==> src/umn_pkg.sv <==
// Package for the multinode UART: mode codes, frame layout and timing.
// Assumes a single system clock shared by every user of these constants.
package umn_pkg;
    localparam logic [1:0]  MODE_ALL      = 2'h0;
    localparam logic [1:0]  MODE_ADDR     = 2'h1;
    localparam logic [1:0]  MODE_COMPARE  = 2'h2;
    localparam logic [1:0]  MODE_DATA     = 2'h3;
    localparam int          DATA_BITS     = 8;
    localparam logic [4:0]  OVERSAMPLE    = 5'h10;
    localparam logic [3:0]  MID_SAMPLE    = 4'h7;
    localparam logic [15:0] DIVISOR_RESET = 16'h0101;
    localparam logic [7:0]  ADDR_RESET    = 8'h00;
    localparam int          CLK_HZ        = 25000000;

    typedef enum logic [1:0] {
        UMN_IDLE  = 2'b00,
        UMN_START = 2'b01,
        UMN_BITS  = 2'b10,
        UMN_STOP  = 2'b11
    } umn_state_t;
endpackage : umn_pkg

==> src/umn_uart.sv <==
// Multinode UART core: transmitter plus receiver with 9-bit address filter.
// Assumes control inputs come from software logic on the same clock; only
// the serial receive line is asynchronous and is synchronised here.
`timescale 1ns/1ns
`default_nettype none
module umn_uart (
    // Clock and reset
    input  wire logic        I_CLK,
    input  wire logic        I_RSTN,
    // Configuration
    input  wire logic [15:0] I_BAUD_DIVISOR,
    input  wire logic        I_TX_ENABLE,
    input  wire logic        I_RX_ENABLE,
    input  wire logic        I_PARITY_ENABLE,
    input  wire logic        I_PARITY_ODD,
    input  wire logic        I_MULTINODE_ENABLE,
    input  wire logic [1:0]  I_MULTINODE_FILTER_MODE,
    input  wire logic [7:0]  I_NODE_ADDRESS,
    // Transmit request
    input  wire logic        I_TX_VALID,
    input  wire logic [7:0]  I_TX_DATA,
    input  wire logic        I_TX_ADDRESS,
    output logic             O_TX_READY,
    // Serial lines
    input  wire logic        I_RXD,
    output logic             O_TXD,
    // Receive result
    output logic [7:0]       O_RX_DATA,
    output logic             O_RX_DATA_AVAILABLE,
    output logic             O_RX_INTERRUPT,
    output logic             O_RX_NINTH_BIT_FLAG,
    output logic             O_NEW_FRAME_FLAG,
    output logic             O_FRAMING_ERROR
);
    import umn_pkg::*;

    // Transmit state.
    umn_state_t  tx_st_q, tx_st_d;
    logic [15:0] tx_div_q, tx_div_d;
    logic [3:0]  tx_os_q, tx_os_d;
    logic [3:0]  tx_idx_q, tx_idx_d;
    logic [8:0]  tx_sh_q, tx_sh_d;
    logic        tx_nine_q, tx_nine_d;
    logic        txd_q, txd_d;
    logic        tx_rdy_q, tx_rdy_d;
    logic        tx_tick;

    assign tx_tick = (tx_div_q == 16'h0000);

    always_comb begin
        tx_st_d   = tx_st_q;
        tx_div_d  = tx_tick ? (I_BAUD_DIVISOR - 16'h0001)
                            : tx_div_q - 16'h0001;
        tx_os_d   = tx_os_q;
        tx_idx_d  = tx_idx_q;
        tx_sh_d   = tx_sh_q;
        tx_nine_d = tx_nine_q;
        txd_d     = txd_q;
        tx_rdy_d  = 1'b0;
        if (I_BAUD_DIVISOR == 16'h0000) begin
            tx_div_d = 16'h0000;
        end
        case (tx_st_q)
            UMN_IDLE: begin
                txd_d    = 1'b1;
                tx_rdy_d = I_TX_ENABLE & ~(I_TX_VALID & tx_rdy_q);
                if (I_TX_ENABLE && I_TX_VALID && tx_rdy_q) begin
                    // Ninth bit is address flag, parity, or absent.
                    tx_sh_d   = {1'b0, I_TX_DATA};
                    tx_nine_d = I_MULTINODE_ENABLE | I_PARITY_ENABLE;
                    if (I_MULTINODE_ENABLE) begin
                        tx_sh_d[8] = I_TX_ADDRESS;
                    end else begin
                        tx_sh_d[8] = ^I_TX_DATA ^ I_PARITY_ODD;
                    end
                    tx_st_d  = UMN_START;
                    tx_os_d  = 4'h0;
                    txd_d    = 1'b0;
                end
            end
            UMN_START, UMN_BITS: begin
                if (tx_tick) begin
                    tx_os_d = tx_os_q + 4'h1;
                    if (tx_os_q == 4'hF) begin
                        if (tx_st_q == UMN_START) begin
                            tx_idx_d = 4'h0;
                        end else begin
                            tx_idx_d = tx_idx_q + 4'h1;
                            tx_sh_d  = {1'b0, tx_sh_q[8:1]};
                        end
                        tx_st_d = UMN_BITS;
                        if (tx_st_q == UMN_START) begin
                            txd_d = tx_sh_q[0];
                        end else if (tx_idx_q == 4'(DATA_BITS) - 4'h1 &&
                                     !tx_nine_q) begin
                            txd_d   = 1'b1;
                            tx_st_d = UMN_STOP;
                        end else if (tx_idx_q == 4'(DATA_BITS)) begin
                            txd_d   = 1'b1;
                            tx_st_d = UMN_STOP;
                        end else begin
                            txd_d = tx_sh_q[1];
                        end
                    end
                end
            end
            UMN_STOP: begin
                if (tx_tick) begin
                    tx_os_d = tx_os_q + 4'h1;
                    if (tx_os_q == 4'hF) begin
                        tx_st_d = UMN_IDLE;
                    end
                end
            end
            default: tx_st_d = UMN_IDLE;
        endcase
    end

    always_ff @(posedge I_CLK or negedge I_RSTN) begin
        if (!I_RSTN) begin
            tx_st_q   <= UMN_IDLE;
            tx_div_q  <= 16'h0000;
            tx_os_q   <= 4'h0;
            tx_idx_q  <= 4'h0;
            tx_sh_q   <= 9'h000;
            tx_nine_q <= 1'b0;
            txd_q     <= 1'b1;
            tx_rdy_q  <= 1'b0;
        end else begin
            tx_st_q   <= tx_st_d;
            tx_div_q  <= tx_div_d;
            tx_os_q   <= tx_os_d;
            tx_idx_q  <= tx_idx_d;
            tx_sh_q   <= tx_sh_d;
            tx_nine_q <= tx_nine_d;
            txd_q     <= txd_d;
            tx_rdy_q  <= tx_rdy_d;
        end
    end

    assign O_TXD      = txd_q;
    assign O_TX_READY = tx_rdy_q;

    // Receive line synchroniser; only the second stage is read.
    logic rx_s1_q, rx_s2_q;
    always_ff @(posedge I_CLK or negedge I_RSTN) begin
        if (!I_RSTN) begin
            rx_s1_q <= 1'b1;
            rx_s2_q <= 1'b1;
        end else begin
            rx_s1_q <= I_RXD;
            rx_s2_q <= rx_s1_q;
        end
    end

    // Receive state and filter state.
    umn_state_t  rx_st_q, rx_st_d;
    logic [15:0] rx_div_q, rx_div_d;
    logic [3:0]  rx_os_q, rx_os_d;
    logic [3:0]  rx_idx_q, rx_idx_d;
    logic [8:0]  rx_sh_q, rx_sh_d;
    logic        rx_nine_q, rx_nine_d;
    logic [7:0]  rdat_q, rdat_d;
    logic        avail_q, avail_d, irq_q, irq_d;
    logic        ninth_q, ninth_d, newf_q, newf_d, ferr_q, ferr_d;
    logic        match_q, match_d, first_q, first_d;
    logic        rx_tick, is_addr, good, pass;

    assign rx_tick = (rx_div_q == 16'h0000);

    always_comb begin
        rx_st_d   = rx_st_q;
        rx_div_d  = rx_tick ? (I_BAUD_DIVISOR - 16'h0001)
                            : rx_div_q - 16'h0001;
        rx_os_d   = rx_os_q;
        rx_idx_d  = rx_idx_q;
        rx_sh_d   = rx_sh_q;
        rx_nine_d = rx_nine_q;
        rdat_d    = rdat_q;
        ninth_d   = ninth_q;
        newf_d    = newf_q;
        ferr_d    = ferr_q;
        match_d   = match_q;
        first_d   = first_q;
        avail_d   = 1'b0;
        irq_d     = 1'b0;
        is_addr   = rx_sh_q[8] & rx_nine_q;
        good      = 1'b0;
        pass      = 1'b0;
        if (I_BAUD_DIVISOR == 16'h0000) begin
            rx_div_d = 16'h0000;
        end
        case (rx_st_q)
            UMN_IDLE: begin
                rx_os_d = 4'h0;
                if (I_RX_ENABLE && !rx_s2_q) begin
                    rx_st_d   = UMN_START;
                    rx_nine_d = I_MULTINODE_ENABLE | I_PARITY_ENABLE;
                end
            end
            UMN_START: begin
                if (rx_tick) begin
                    rx_os_d = rx_os_q + 4'h1;
                    if (rx_os_q == MID_SAMPLE) begin
                        rx_os_d  = 4'h0;
                        rx_idx_d = 4'h0;
                        rx_st_d  = rx_s2_q ? UMN_IDLE : UMN_BITS;
                    end
                end
            end
            UMN_BITS: begin
                if (rx_tick) begin
                    rx_os_d = rx_os_q + 4'h1;
                    if (rx_os_q == 4'hF) begin
                        rx_sh_d  = {rx_s2_q, rx_sh_q[8:1]};
                        rx_idx_d = rx_idx_q + 4'h1;
                        if (rx_idx_q ==
                            4'(DATA_BITS) - 4'h1 + {3'h0, rx_nine_q}) begin
                            rx_st_d = UMN_STOP;
                        end
                    end
                end
            end
            UMN_STOP: begin
                if (rx_tick) begin
                    rx_os_d = rx_os_q + 4'h1;
                    if (rx_os_q == 4'hF) begin
                        rx_st_d = UMN_IDLE;
                        good    = rx_s2_q;
                        ferr_d  = ~rx_s2_q;
                        if (!rx_nine_q) begin
                            rx_sh_d = {1'b0, rx_sh_q[8:1]};
                        end
                    end
                end
            end
            default: rx_st_d = UMN_IDLE;
        endcase

        // Byte completes: apply filter.
        if (good) begin
            is_addr = rx_sh_d[8] & rx_nine_q & I_MULTINODE_ENABLE;
            if (!I_MULTINODE_ENABLE) begin
                pass = 1'b1;
            end else begin
                case (I_MULTINODE_FILTER_MODE)
                    MODE_ALL:  pass = 1'b1;
                    MODE_ADDR: pass = is_addr;
                    MODE_COMPARE: begin
                        if (is_addr) begin
                            // Each address is compared again.
                            match_d = (rx_sh_d[7:0] == I_NODE_ADDRESS);
                            first_d = match_d;
                            pass    = match_d;
                        end else begin
                            pass = match_q;
                        end
                    end
                    MODE_DATA: begin
                        if (is_addr) begin
                            match_d = (rx_sh_d[7:0] == I_NODE_ADDRESS);
                            first_d = match_d;
                        end else begin
                            pass = match_q;
                        end
                    end
                    default: pass = 1'b0;
                endcase
            end
            if (pass) begin
                rdat_d  = rx_sh_d[7:0];
                avail_d = 1'b1;
                irq_d   = 1'b1;
                ninth_d = is_addr;
                newf_d  = first_q & ~is_addr &
                          I_MULTINODE_FILTER_MODE[1];
                if (!is_addr) begin
                    first_d = 1'b0;
                end
            end
        end
    end

    always_ff @(posedge I_CLK or negedge I_RSTN) begin
        if (!I_RSTN) begin
            rx_st_q   <= UMN_IDLE;
            rx_div_q  <= 16'h0000;
            rx_os_q   <= 4'h0;
            rx_idx_q  <= 4'h0;
            rx_sh_q   <= 9'h000;
            rx_nine_q <= 1'b0;
            rdat_q    <= 8'h00;
            avail_q   <= 1'b0;
            irq_q     <= 1'b0;
            ninth_q   <= 1'b0;
            newf_q    <= 1'b0;
            ferr_q    <= 1'b0;
            match_q   <= 1'b0;
            first_q   <= 1'b0;
        end else begin
            rx_st_q   <= rx_st_d;
            rx_div_q  <= rx_div_d;
            rx_os_q   <= rx_os_d;
            rx_idx_q  <= rx_idx_d;
            rx_sh_q   <= rx_sh_d;
            rx_nine_q <= rx_nine_d;
            rdat_q    <= rdat_d;
            avail_q   <= avail_d;
            irq_q     <= irq_d;
            ninth_q   <= ninth_d;
            newf_q    <= newf_d;
            ferr_q    <= ferr_d;
            match_q   <= match_d;
            first_q   <= first_d;
        end
    end

    assign O_RX_DATA           = rdat_q;
    assign O_RX_DATA_AVAILABLE = avail_q;
    assign O_RX_INTERRUPT      = irq_q;
    assign O_RX_NINTH_BIT_FLAG = ninth_q;
    assign O_NEW_FRAME_FLAG    = newf_q;
    assign O_FRAMING_ERROR     = ferr_q;

    // Checks.
    tx_idle_high_a: assert property (@(posedge I_CLK)
        disable iff (!I_RSTN) !I_TX_ENABLE && tx_st_q == UMN_IDLE
        |=> O_TXD && !O_TX_READY)
        else $error("transmit started while disabled");
    tx_start_low_a: assert property (@(posedge I_CLK)
        disable iff (!I_RSTN)
        tx_st_q == UMN_IDLE && I_TX_VALID && O_TX_READY && I_TX_ENABLE
        |=> !O_TXD && tx_st_q == UMN_START)
        else $error("no start bit");
    addr_mode_a: assert property (@(posedge I_CLK)
        disable iff (!I_RSTN)
        $past(I_MULTINODE_ENABLE) && $past(I_MULTINODE_FILTER_MODE) ==
        MODE_ADDR && O_RX_INTERRUPT |-> O_RX_NINTH_BIT_FLAG)
        else $error("data byte interrupted in address mode");
    data_mode_a: assert property (@(posedge I_CLK)
        disable iff (!I_RSTN)
        $past(I_MULTINODE_ENABLE) && $past(I_MULTINODE_FILTER_MODE) ==
        MODE_DATA && O_RX_INTERRUPT |-> !O_RX_NINTH_BIT_FLAG)
        else $error("address byte interrupted in data mode");
    cmp_addr_a: assert property (@(posedge I_CLK)
        disable iff (!I_RSTN)
        $past(I_MULTINODE_ENABLE) && $past(I_MULTINODE_FILTER_MODE) ==
        MODE_COMPARE && O_RX_INTERRUPT && O_RX_NINTH_BIT_FLAG
        |-> O_RX_DATA == $past(I_NODE_ADDRESS))
        else $error("mismatched address passed");
    cmp_data_a: assert property (@(posedge I_CLK)
        disable iff (!I_RSTN)
        O_RX_INTERRUPT && !O_RX_NINTH_BIT_FLAG && $past(I_MULTINODE_ENABLE)
        && $past(I_MULTINODE_FILTER_MODE) == MODE_COMPARE |-> match_q)
        else $error("data of foreign frame passed");
    newf_only_a: assert property (@(posedge I_CLK)
        disable iff (!I_RSTN)
        O_NEW_FRAME_FLAG |-> !O_RX_NINTH_BIT_FLAG)
        else $error("new frame flag on address byte");
    irq_avail_a: assert property (@(posedge I_CLK)
        disable iff (!I_RSTN)
        O_RX_INTERRUPT == O_RX_DATA_AVAILABLE)
        else $error("interrupt and data flag differ");
    pulse_one_a: assert property (@(posedge I_CLK)
        disable iff (!I_RSTN)
        O_RX_INTERRUPT |=> !O_RX_INTERRUPT)
        else $error("receive pulse longer than one cycle");
    // The flag is a level that outlives a mode change, so only the
    // cycle that delivers the byte is held against the enable.
    addr_ninth_a: assert property (@(posedge I_CLK)
        disable iff (!I_RSTN)
        O_RX_INTERRUPT && O_RX_NINTH_BIT_FLAG |-> $past(I_MULTINODE_ENABLE))
        else $error("address flag without multinode");
    rx_cov_c: cover property (@(posedge I_CLK) disable iff (!I_RSTN)
        O_RX_INTERRUPT && O_NEW_FRAME_FLAG);
    tx_cov_c: cover property (@(posedge I_CLK) disable iff (!I_RSTN)
        tx_st_q == UMN_STOP ##1 tx_st_q == UMN_IDLE);
    addr_cov_c: cover property (@(posedge I_CLK) disable iff (!I_RSTN)
        O_RX_INTERRUPT && O_RX_NINTH_BIT_FLAG);
endmodule : umn_uart
`default_nettype wire

==> config.mk <==
export PLATFORM = sky130hd
export DESIGN_NAME = umn_uart
export DESIGN_NICKNAME = d
export VERILOG_FILES = /design/src/umn_pkg.sv /design/src/umn_uart.sv
export SDC_FILE = /design/constraint.sdc
export NUM_CORES = 1
export LEC_CHECK = 0
export ABC_AREA = 1
export BUFFER_PORTS_ARGS = -buffer_cell sky130_fd_sc_hd__buf_2
export CAP_MARGIN = 20
export CORE_MARGIN = 2
export CORE_UTILIZATION = 56
export CTS_CLUSTER_SIZE = 25
export DETAILED_ROUTE_END_ITERATION = 16
export GPL_TIMING_DRIVEN = 0
export PLACE_DENSITY = 0.84
export SYNTH_ARGS = -nofsm -noshare
export SYNTH_HDL_FRONTEND = slang
export SYNTH_SLANG_ARGS = --single-unit
==> constraint.sdc <==
create_clock -name I_CLK -period 6.3 [get_ports I_CLK]
set_clock_uncertainty 0.1 [all_clocks]
set_input_delay 0 -clock I_CLK [delete_from_list [all_inputs] [get_ports I_CLK]]
set_output_delay 0 -clock I_CLK [all_outputs]
set_load 0.01 [all_outputs]
==> results.ini, run 1 <==
[final_layout]
fin_cells=952
final_common_cell=nand2_1
final_cell_mix=145 x nand2_1, 88 x inv_1, 87 x dfrtp_1, 86 x nor2_1, 60 x buf_2
n_antenna_cell=0
layout-drive-gt1-share=0.148
fin_nets=872
area_growth_syn_to_layout_pct=20.5

[synth]
syn_area_per_cell_um2=7.76
synth_top_family_by_area=simple AND/OR/NAND/NOR gates
synth_compound_area_frac=0.130
synthSimpleGateAreaFrac=0.288
syn_area_um2=5480
synth.distinct_cells=44
synthMuxAreaShare=0
synth_edf_count=0
synth_seq_cells=90
seq_area_frac_synth=0.412
synthFlopType=dfrtp_1
syn_inst=706
yosysWarningCount=0
synth_nets=764
post_synth_fa_ha_maj_area_fraction=0.0320
async_flop_share=1.00
synth_xor_area_frac=0.0639

[floorplan]
ios=59
rows=36
die_x_um=103
core_um2=9640
start_util=0.569
dieArea_um2=10600
die_h_um=103

[timing]
finalCritPeriodShare=0.474
setup_ws_ps=3310
finalHoldViolations=0
fmax_mhz=335
worst_pin_slew_ps=677
slew_headroom=0.545
min_period_ps=2990
slew_viol_final=0
finalSetupViolations=0
rsz0062_at_grt=false
setup_tns_ps=0

[clock_tree]
cts-root-buf=clkbuf_8
max-clock-path-buffers=2
insertion_delay_ps=370
cts_resized=0
htree_levels=3
clk_pin_slew_worst_paths_ps=90
cts_sinks=90
numCtsBuffers=9
cts_tree=yes

[setup_path]
r2r_cells=9
worstPathRequired_ps=6460
rr_endpoint=tx_sh_q[8]
worst_path_max_delay_cell=dlygate4sd3_1
worstPathCellList=inv_1 -> ha_1 -> clkbuf_1 -> clkbuf_1 -> a21oi_1 -> dlygate4sd3_1 -> o211ai_1 -> dlygate4sd3_1 -> o21ai_0
r2r_start=tx_st_q[0]
timing_worst_setup_path_type=flip-flop to flip-flop
cp-end-kind=flip-flop
r2r_setup_slack_ps=3310
cp_top_family=buffers and inverters
worstPathMaxFanout=10
arrival_ps=3150
cpPeakStageDelay_ps=570
critPathBufInv=5
cp-start-kind=flip-flop

[grt]
grt.overflow.total=0
grt_max_degree=69
grt_use_total=0.277
grt_pass1_wl_mm=22.9
antenna_found_initial=0
grt_pass1_vias=5090

[worst_hold_path]
worstHoldPathCells=6
hp-start=I_NODE_ADDRESS[5]
hold_end=match_q
min_path_type=input port to flip-flop

[placement]
gp_congestion=0.930
dp_hpwl_mm=9.90
place_inst=898
portBuffers=58
dp_slack_ps=3650

[route]
drc=0
via_count=5127
postRouteAntennaNets=0
drt-pass1-iter-count=5
first_iter_violations=309
avgViaCountPerCell=5.39
wl_per_cell_um=14.4
finalWirelength_mm=13.7

[flow_run]
maxCapViolCount=0

[status]
status=completed

[pwr]
power_density_nw_per_um2=230
ir_worst_vdd_mv=0.130
p_leak_nw=3.24

## worst max path at each step
stage,startpoint,to,slack (ps),cells past startpoint
floorplan,rx_div_q[0],O_NEW_FRAME_FLAG,4050,21
global placement,rx_div_q[0],O_NEW_FRAME_FLAG,3730,21
detailed placement,rx_div_q[0],O_RX_DATA[1],3650,21
CTS,tx_st_q[0],tx_sh_q[8],3330,9
global route,tx_st_q[0],tx_sh_q[8],3170,9
finish,tx_st_q[0],tx_sh_q[8],3310,9
## report_power, final
part / total, W / switching [W] / internal (W) / leakage, nW
combinational: 0.000329 / 0.000186 / 0.000142 / 1.98
clock: 0.000466 / 0.000210 / 0.000255 / 0.119
sequential: 0.000727 / 0.0000737 / 0.000654 / 1.13
## logic make-up after synthesis
| family | Yosys count |
|---|---|
| simple gates | 342 |
| compound gates | 117 |
| flops | 90 |
| xor+xnor | 40 |
| fa+ha+maj | 14 |
| buf+inv | 103 |
## worst min-delay path, stage by stage
cell and delay, ps:
buf_2 100, nand2_1 60, nand2_1 60, nor2_1 40, nand3_1 90, o21ai_0 90
## Yosys cell counts, drive strengths merged, types with 7 or more instances
| library cell | number | area share |
|---|---|---|
| nor3 | 13 | 0.013 |
| nand4 | 12 | 0.021 |
| inv | 90 | 0.062 |
| nor2 | 96 | 0.075 |
| nand2 | 153 | 0.11 |
| a31oi | 16 | 0.018 |
| ha | 14 | 0.032 |
| clkbuf | 7 | 0.0048 |
| o21ai | 47 | 0.044 |
| xor2 | 23 | 0.037 |
| dfrtp | 87 | 0.40 |
| nand3 | 55 | 0.054 |
| a21oi | 28 | 0.030 |
| a211oi | 10 | 0.014 |
| xnor2 | 17 | 0.027 |
## metrics by stage
| step | utilization | hold slack (ps) | area, um2 | power [W] |
|---|---|---|---|---|
| after floorplan | - | -396 | 5480 | 0.000945 |
| after global placement | 0.616 | 4.93 | 5940 | 0.00102 |
| after detailed placement | 0.619 | -179 | 5970 | 0.00104 |
| after CTS | 0.682 | 9.45 | 6580 | 0.00152 |
| after global routing | 0.685 | 53.6 | 6600 | 0.00161 |
| final | 0.685 | 21.2 | 6600 | 0.00152 |
## timing repair
item,4_1_cts,5_1_grt
hold buffers,37,0
setup buffers,0,0
hold endpoints to repair,123,0
## layout make-up
type	count	area [um2]
buffer	12	60.1
clock buffer	12	165
clock inverter	4	72.6
inverter	91	347
sequential	90	2260
timing repair buffer	97	718
tap	133	166
multi-input combinational	513	2820
fill	777	3040
## sequential cells by signal, summed over array words and instances, names as in the netlist, 2 cells and up, named ones only
register   cells
tx_st_q        2
tx_sh_q        9
tx_div_q      16
rx_idx_q       4
rx_sh_q        9
tx_os_q        4
O_RX_DATA      8
rx_div_q      16
rx_os_q        4
tx_idx_q       4
## layer usage
| metal | global-route usage | part of all wire | vias up |
|---|---|---|---|
| met1 | 0.338 | 0.44 | 2405 |
| li1 | - | - | 2546 |
| met2 | 0.482 | 0.50 | 152 |
| met3 | 0.0549 | 0.041 | 24 |
| met5 | 0 | 0 | - |
| met4 | 0.110 | 0.019 | 0 |
Note: power is estimated with default switching activity, not from simulation.
==> run 2: changes to the inputs <==
--- a/config.mk
+++ b/config.mk
@@ -5,15 +5,15 @@
 export SDC_FILE = /design/constraint.sdc
 export NUM_CORES = 1
 export LEC_CHECK = 0
-export ABC_AREA = 1
+export ABC_AREA = 0
 export BUFFER_PORTS_ARGS = -buffer_cell sky130_fd_sc_hd__buf_2
 export CAP_MARGIN = 20
 export CORE_MARGIN = 2
-export CORE_UTILIZATION = 56
+export CORE_UTILIZATION = 53
 export CTS_CLUSTER_SIZE = 25
 export DETAILED_ROUTE_END_ITERATION = 16
 export GPL_TIMING_DRIVEN = 0
-export PLACE_DENSITY = 0.84
+export PLACE_DENSITY = 0.83
 export SYNTH_ARGS = -nofsm -noshare
 export SYNTH_HDL_FRONTEND = slang
 export SYNTH_SLANG_ARGS = --single-unit
==> constraint.sdc (replaced) <==
create_clock -name I_CLK -period 2.7 [get_ports I_CLK]
set_clock_uncertainty 0.1 [all_clocks]
set_input_delay 0 -clock I_CLK [delete_from_list [all_inputs] [get_ports I_CLK]]
set_output_delay 0 -clock I_CLK [all_outputs]
set_load 0.01 [all_outputs]
==> results.ini, run 2 <==
[synth]
synth_top_area_frac=0.415
syn_inst=579
ys_top_cells_by_area=dfrtp_1 42%, xnor2_1 6.0%, nor2_1 4.9%
synth.distinct_cells=58
async_flop_share=1.00
synth_common_cells=87 x dfrtp_1, 68 x nor2_1, 64 x nand2_1
seq_area_frac_synth=0.430
synthFlopType=dfrtp_1
synth_area_leader_cell=dfrtp_1
synth_edf_count=0
syn_area_per_cell_um2=9.05
synth_most_common_cell=dfrtp_1
yosysWarningCount=0
synth_nets=637
synth_seq_cells=90
syn_area_um2=5240

[pwr]
ir_worst_vdd_mv=0.419
finalPower_w=0.00361
p_leak_nw=3.00
power_density_nw_per_um2=533

[status]
status=finished, violations left
failed_checks=setup timing

[timing]
finalHoldViolations=0
slew_headroom=0.429
finalCritPeriodShare=1.30
min_period_ps=3520
finalSetupViolations=14
slew_viol_final=0
setup_ws_ps=-816
fmax_mhz=284
rsz0062_at_grt=true
setup_tns_ps=-8860
worst_pin_slew_ps=854

[placement]
dp_hpwl_mm=8.99
portBuffers=57
dp_slack_ps=-934
gp_congestion=0.902
place_inst=770

[flow_run]
maxCapViolCount=0

[final_layout]
area_growth_syn_to_layout_pct=29.3
reg_top3=rx_div_q (16), tx_div_q (16)
utilization=0.700
fin_cells=843
fin_nets=763
layout-drive-gt1-share=0.215
final_cell_mix=87 x dfrtp_1, 68 x nor2_1, 62 x nand2_1, 56 x buf_2, 36 x xnor2_1
n_antenna_cell=0
final_common_cell=dfrtp_1

[route]
first_iter_violations=317
finalWirelength_mm=13.9
drt-pass1-iter-count=5
via_count=4954
postRouteAntennaNets=0
wl_per_cell_um=16.5
avgViaCountPerCell=5.88
drc=0

[setup_path]
cp_top_family=simple AND/OR/NAND/NOR gates
critPathBufInv=3
worst_path_max_delay_cell=or4_4
worstPathRequired_ps=2860
cp-end-kind=flip-flop
worstPathCellList=inv_2 -> ha_4 -> or4b_4 -> or4_4 -> or4_4 -> o2111ai_4 -> nand4b_1 -> o32ai_4 -> buf_6 -> buf_6 -> mux2_4
cp-start-kind=flip-flop
arrival_ps=3680
worstPathMaxFanout=5
cpPeakStageDelay_ps=610
timing_worst_setup_path_type=flip-flop to flip-flop

[clock_tree]
insertion_delay_ps=370
cts-root-buf=clkbuf_8
max-clock-path-buffers=2
htree_levels=3
numCtsBuffers=9
clk_pin_slew_worst_paths_ps=90
cts_sinks=90
cts_tree=yes

[grt]
grt_pass1_vias=5008
grt_use_total=0.268
grt_pass1_wl_mm=22.6
grt.overflow.total=0
antenna_found_initial=0
grt_max_degree=74

[floorplan]
die_x_um=103
ios=59
die_h_um=103
dieArea_um2=10700
rows=36
core_um2=9680
start_util=0.541

[worst_hold_path]
min_path_type=input port to flip-flop

## run 2: cell types whose count changed after synthesis, sizes merged, moves of 13 or more
cell	previous run	this run
inv	90	19
mux2i	0	13
nand2	153	64
nand3	55	14
nor2	96	69
nor3	13	26
xnor2	17	36
## run 2: stage by stage
step,area [um2],hold WS (ps)
finish,6780,26.7
floorplan,5280,-396
global placement,5730,7.77
CTS,6620,6.68
global route,6780,59.7
detailed placement,5760,-200
## run 2: worst min-delay path, cell delays in order
cell and delay [ps]:
clkbuf_1 200, nand4_1 180, nand2_1 70
## run 2: cell families after synthesis
kind of cell	count (synthesis)	share of synthesized area
buffers and inverters	41	0.0339
adder cells (fa/ha/maj)	14	0.0334
AO/OA/AOI/OAI	112	0.132
AND/OR/NAND/NOR	243	0.230
flip-flops	90	0.430
multiplexers	23	0.0463
XOR/XNOR	56	0.0936
## run 2: cell type report
class                           instances  area [um2]
Multi-Input combinational cell        448        3050
Fill cell                             681        2910
Sequential cell                        90        2260
Timing Repair Buffer                  116         853
Tap cell                              133         166
Clock buffer                           10         138
Buffer                                 21         131
Clock inverter                          6         114
Inverter                               19        71.3
## run 2: worst paths after layout
path	from	to	slack, ps	cells past startpoint
max in group asynchronous	I_RSTN	rx_os_q[0]	1210	3
max reg2reg	rx_div_q[0]	O_RX_DATA[3]	-820	11
min reg2reg	rx_s1_q	rx_s2_q	260	0
min in group asynchronous	I_RSTN	O_FRAMING_ERROR	70	3
max	rx_div_q[0]	O_RX_DATA[3]	-820	11
min	I_MULTINODE_ENABLE	first_q	30	3
## run 2: power by group
group / internal (W) / total, W / switching (W)
logic: 0.000384 / 0.000761 / 0.000377
registers: 0.00151 / 0.00170 / 0.000191
clock network: 0.000642 / 0.00115 / 0.000511
total: 0.00253 / 0.00361 / 0.00108
## run 2: routing by layer
metal / wire length (um) / share of wire / global-route usage
met1: 5790 / 0.42 / 0.323
met2: 7020 / 0.50 / 0.463
met3: 709 / 0.051 / 0.0511
met4: 392 / 0.028 / 0.130
met5: 0 / 0 / 0
## run 2: what timing repair did
| action | in CTS | in global routing |
|---|---|---|
| hold buffers | 35 | 0 |
| gates resized for setup | 36 | 25 |
| setup buffers | 17 | 6 |
| endpoints found under the hold margin | 130 | 0 |
| pin swaps | 8 | 14 |
| endpoints found under the setup margin | 34 | 63 |
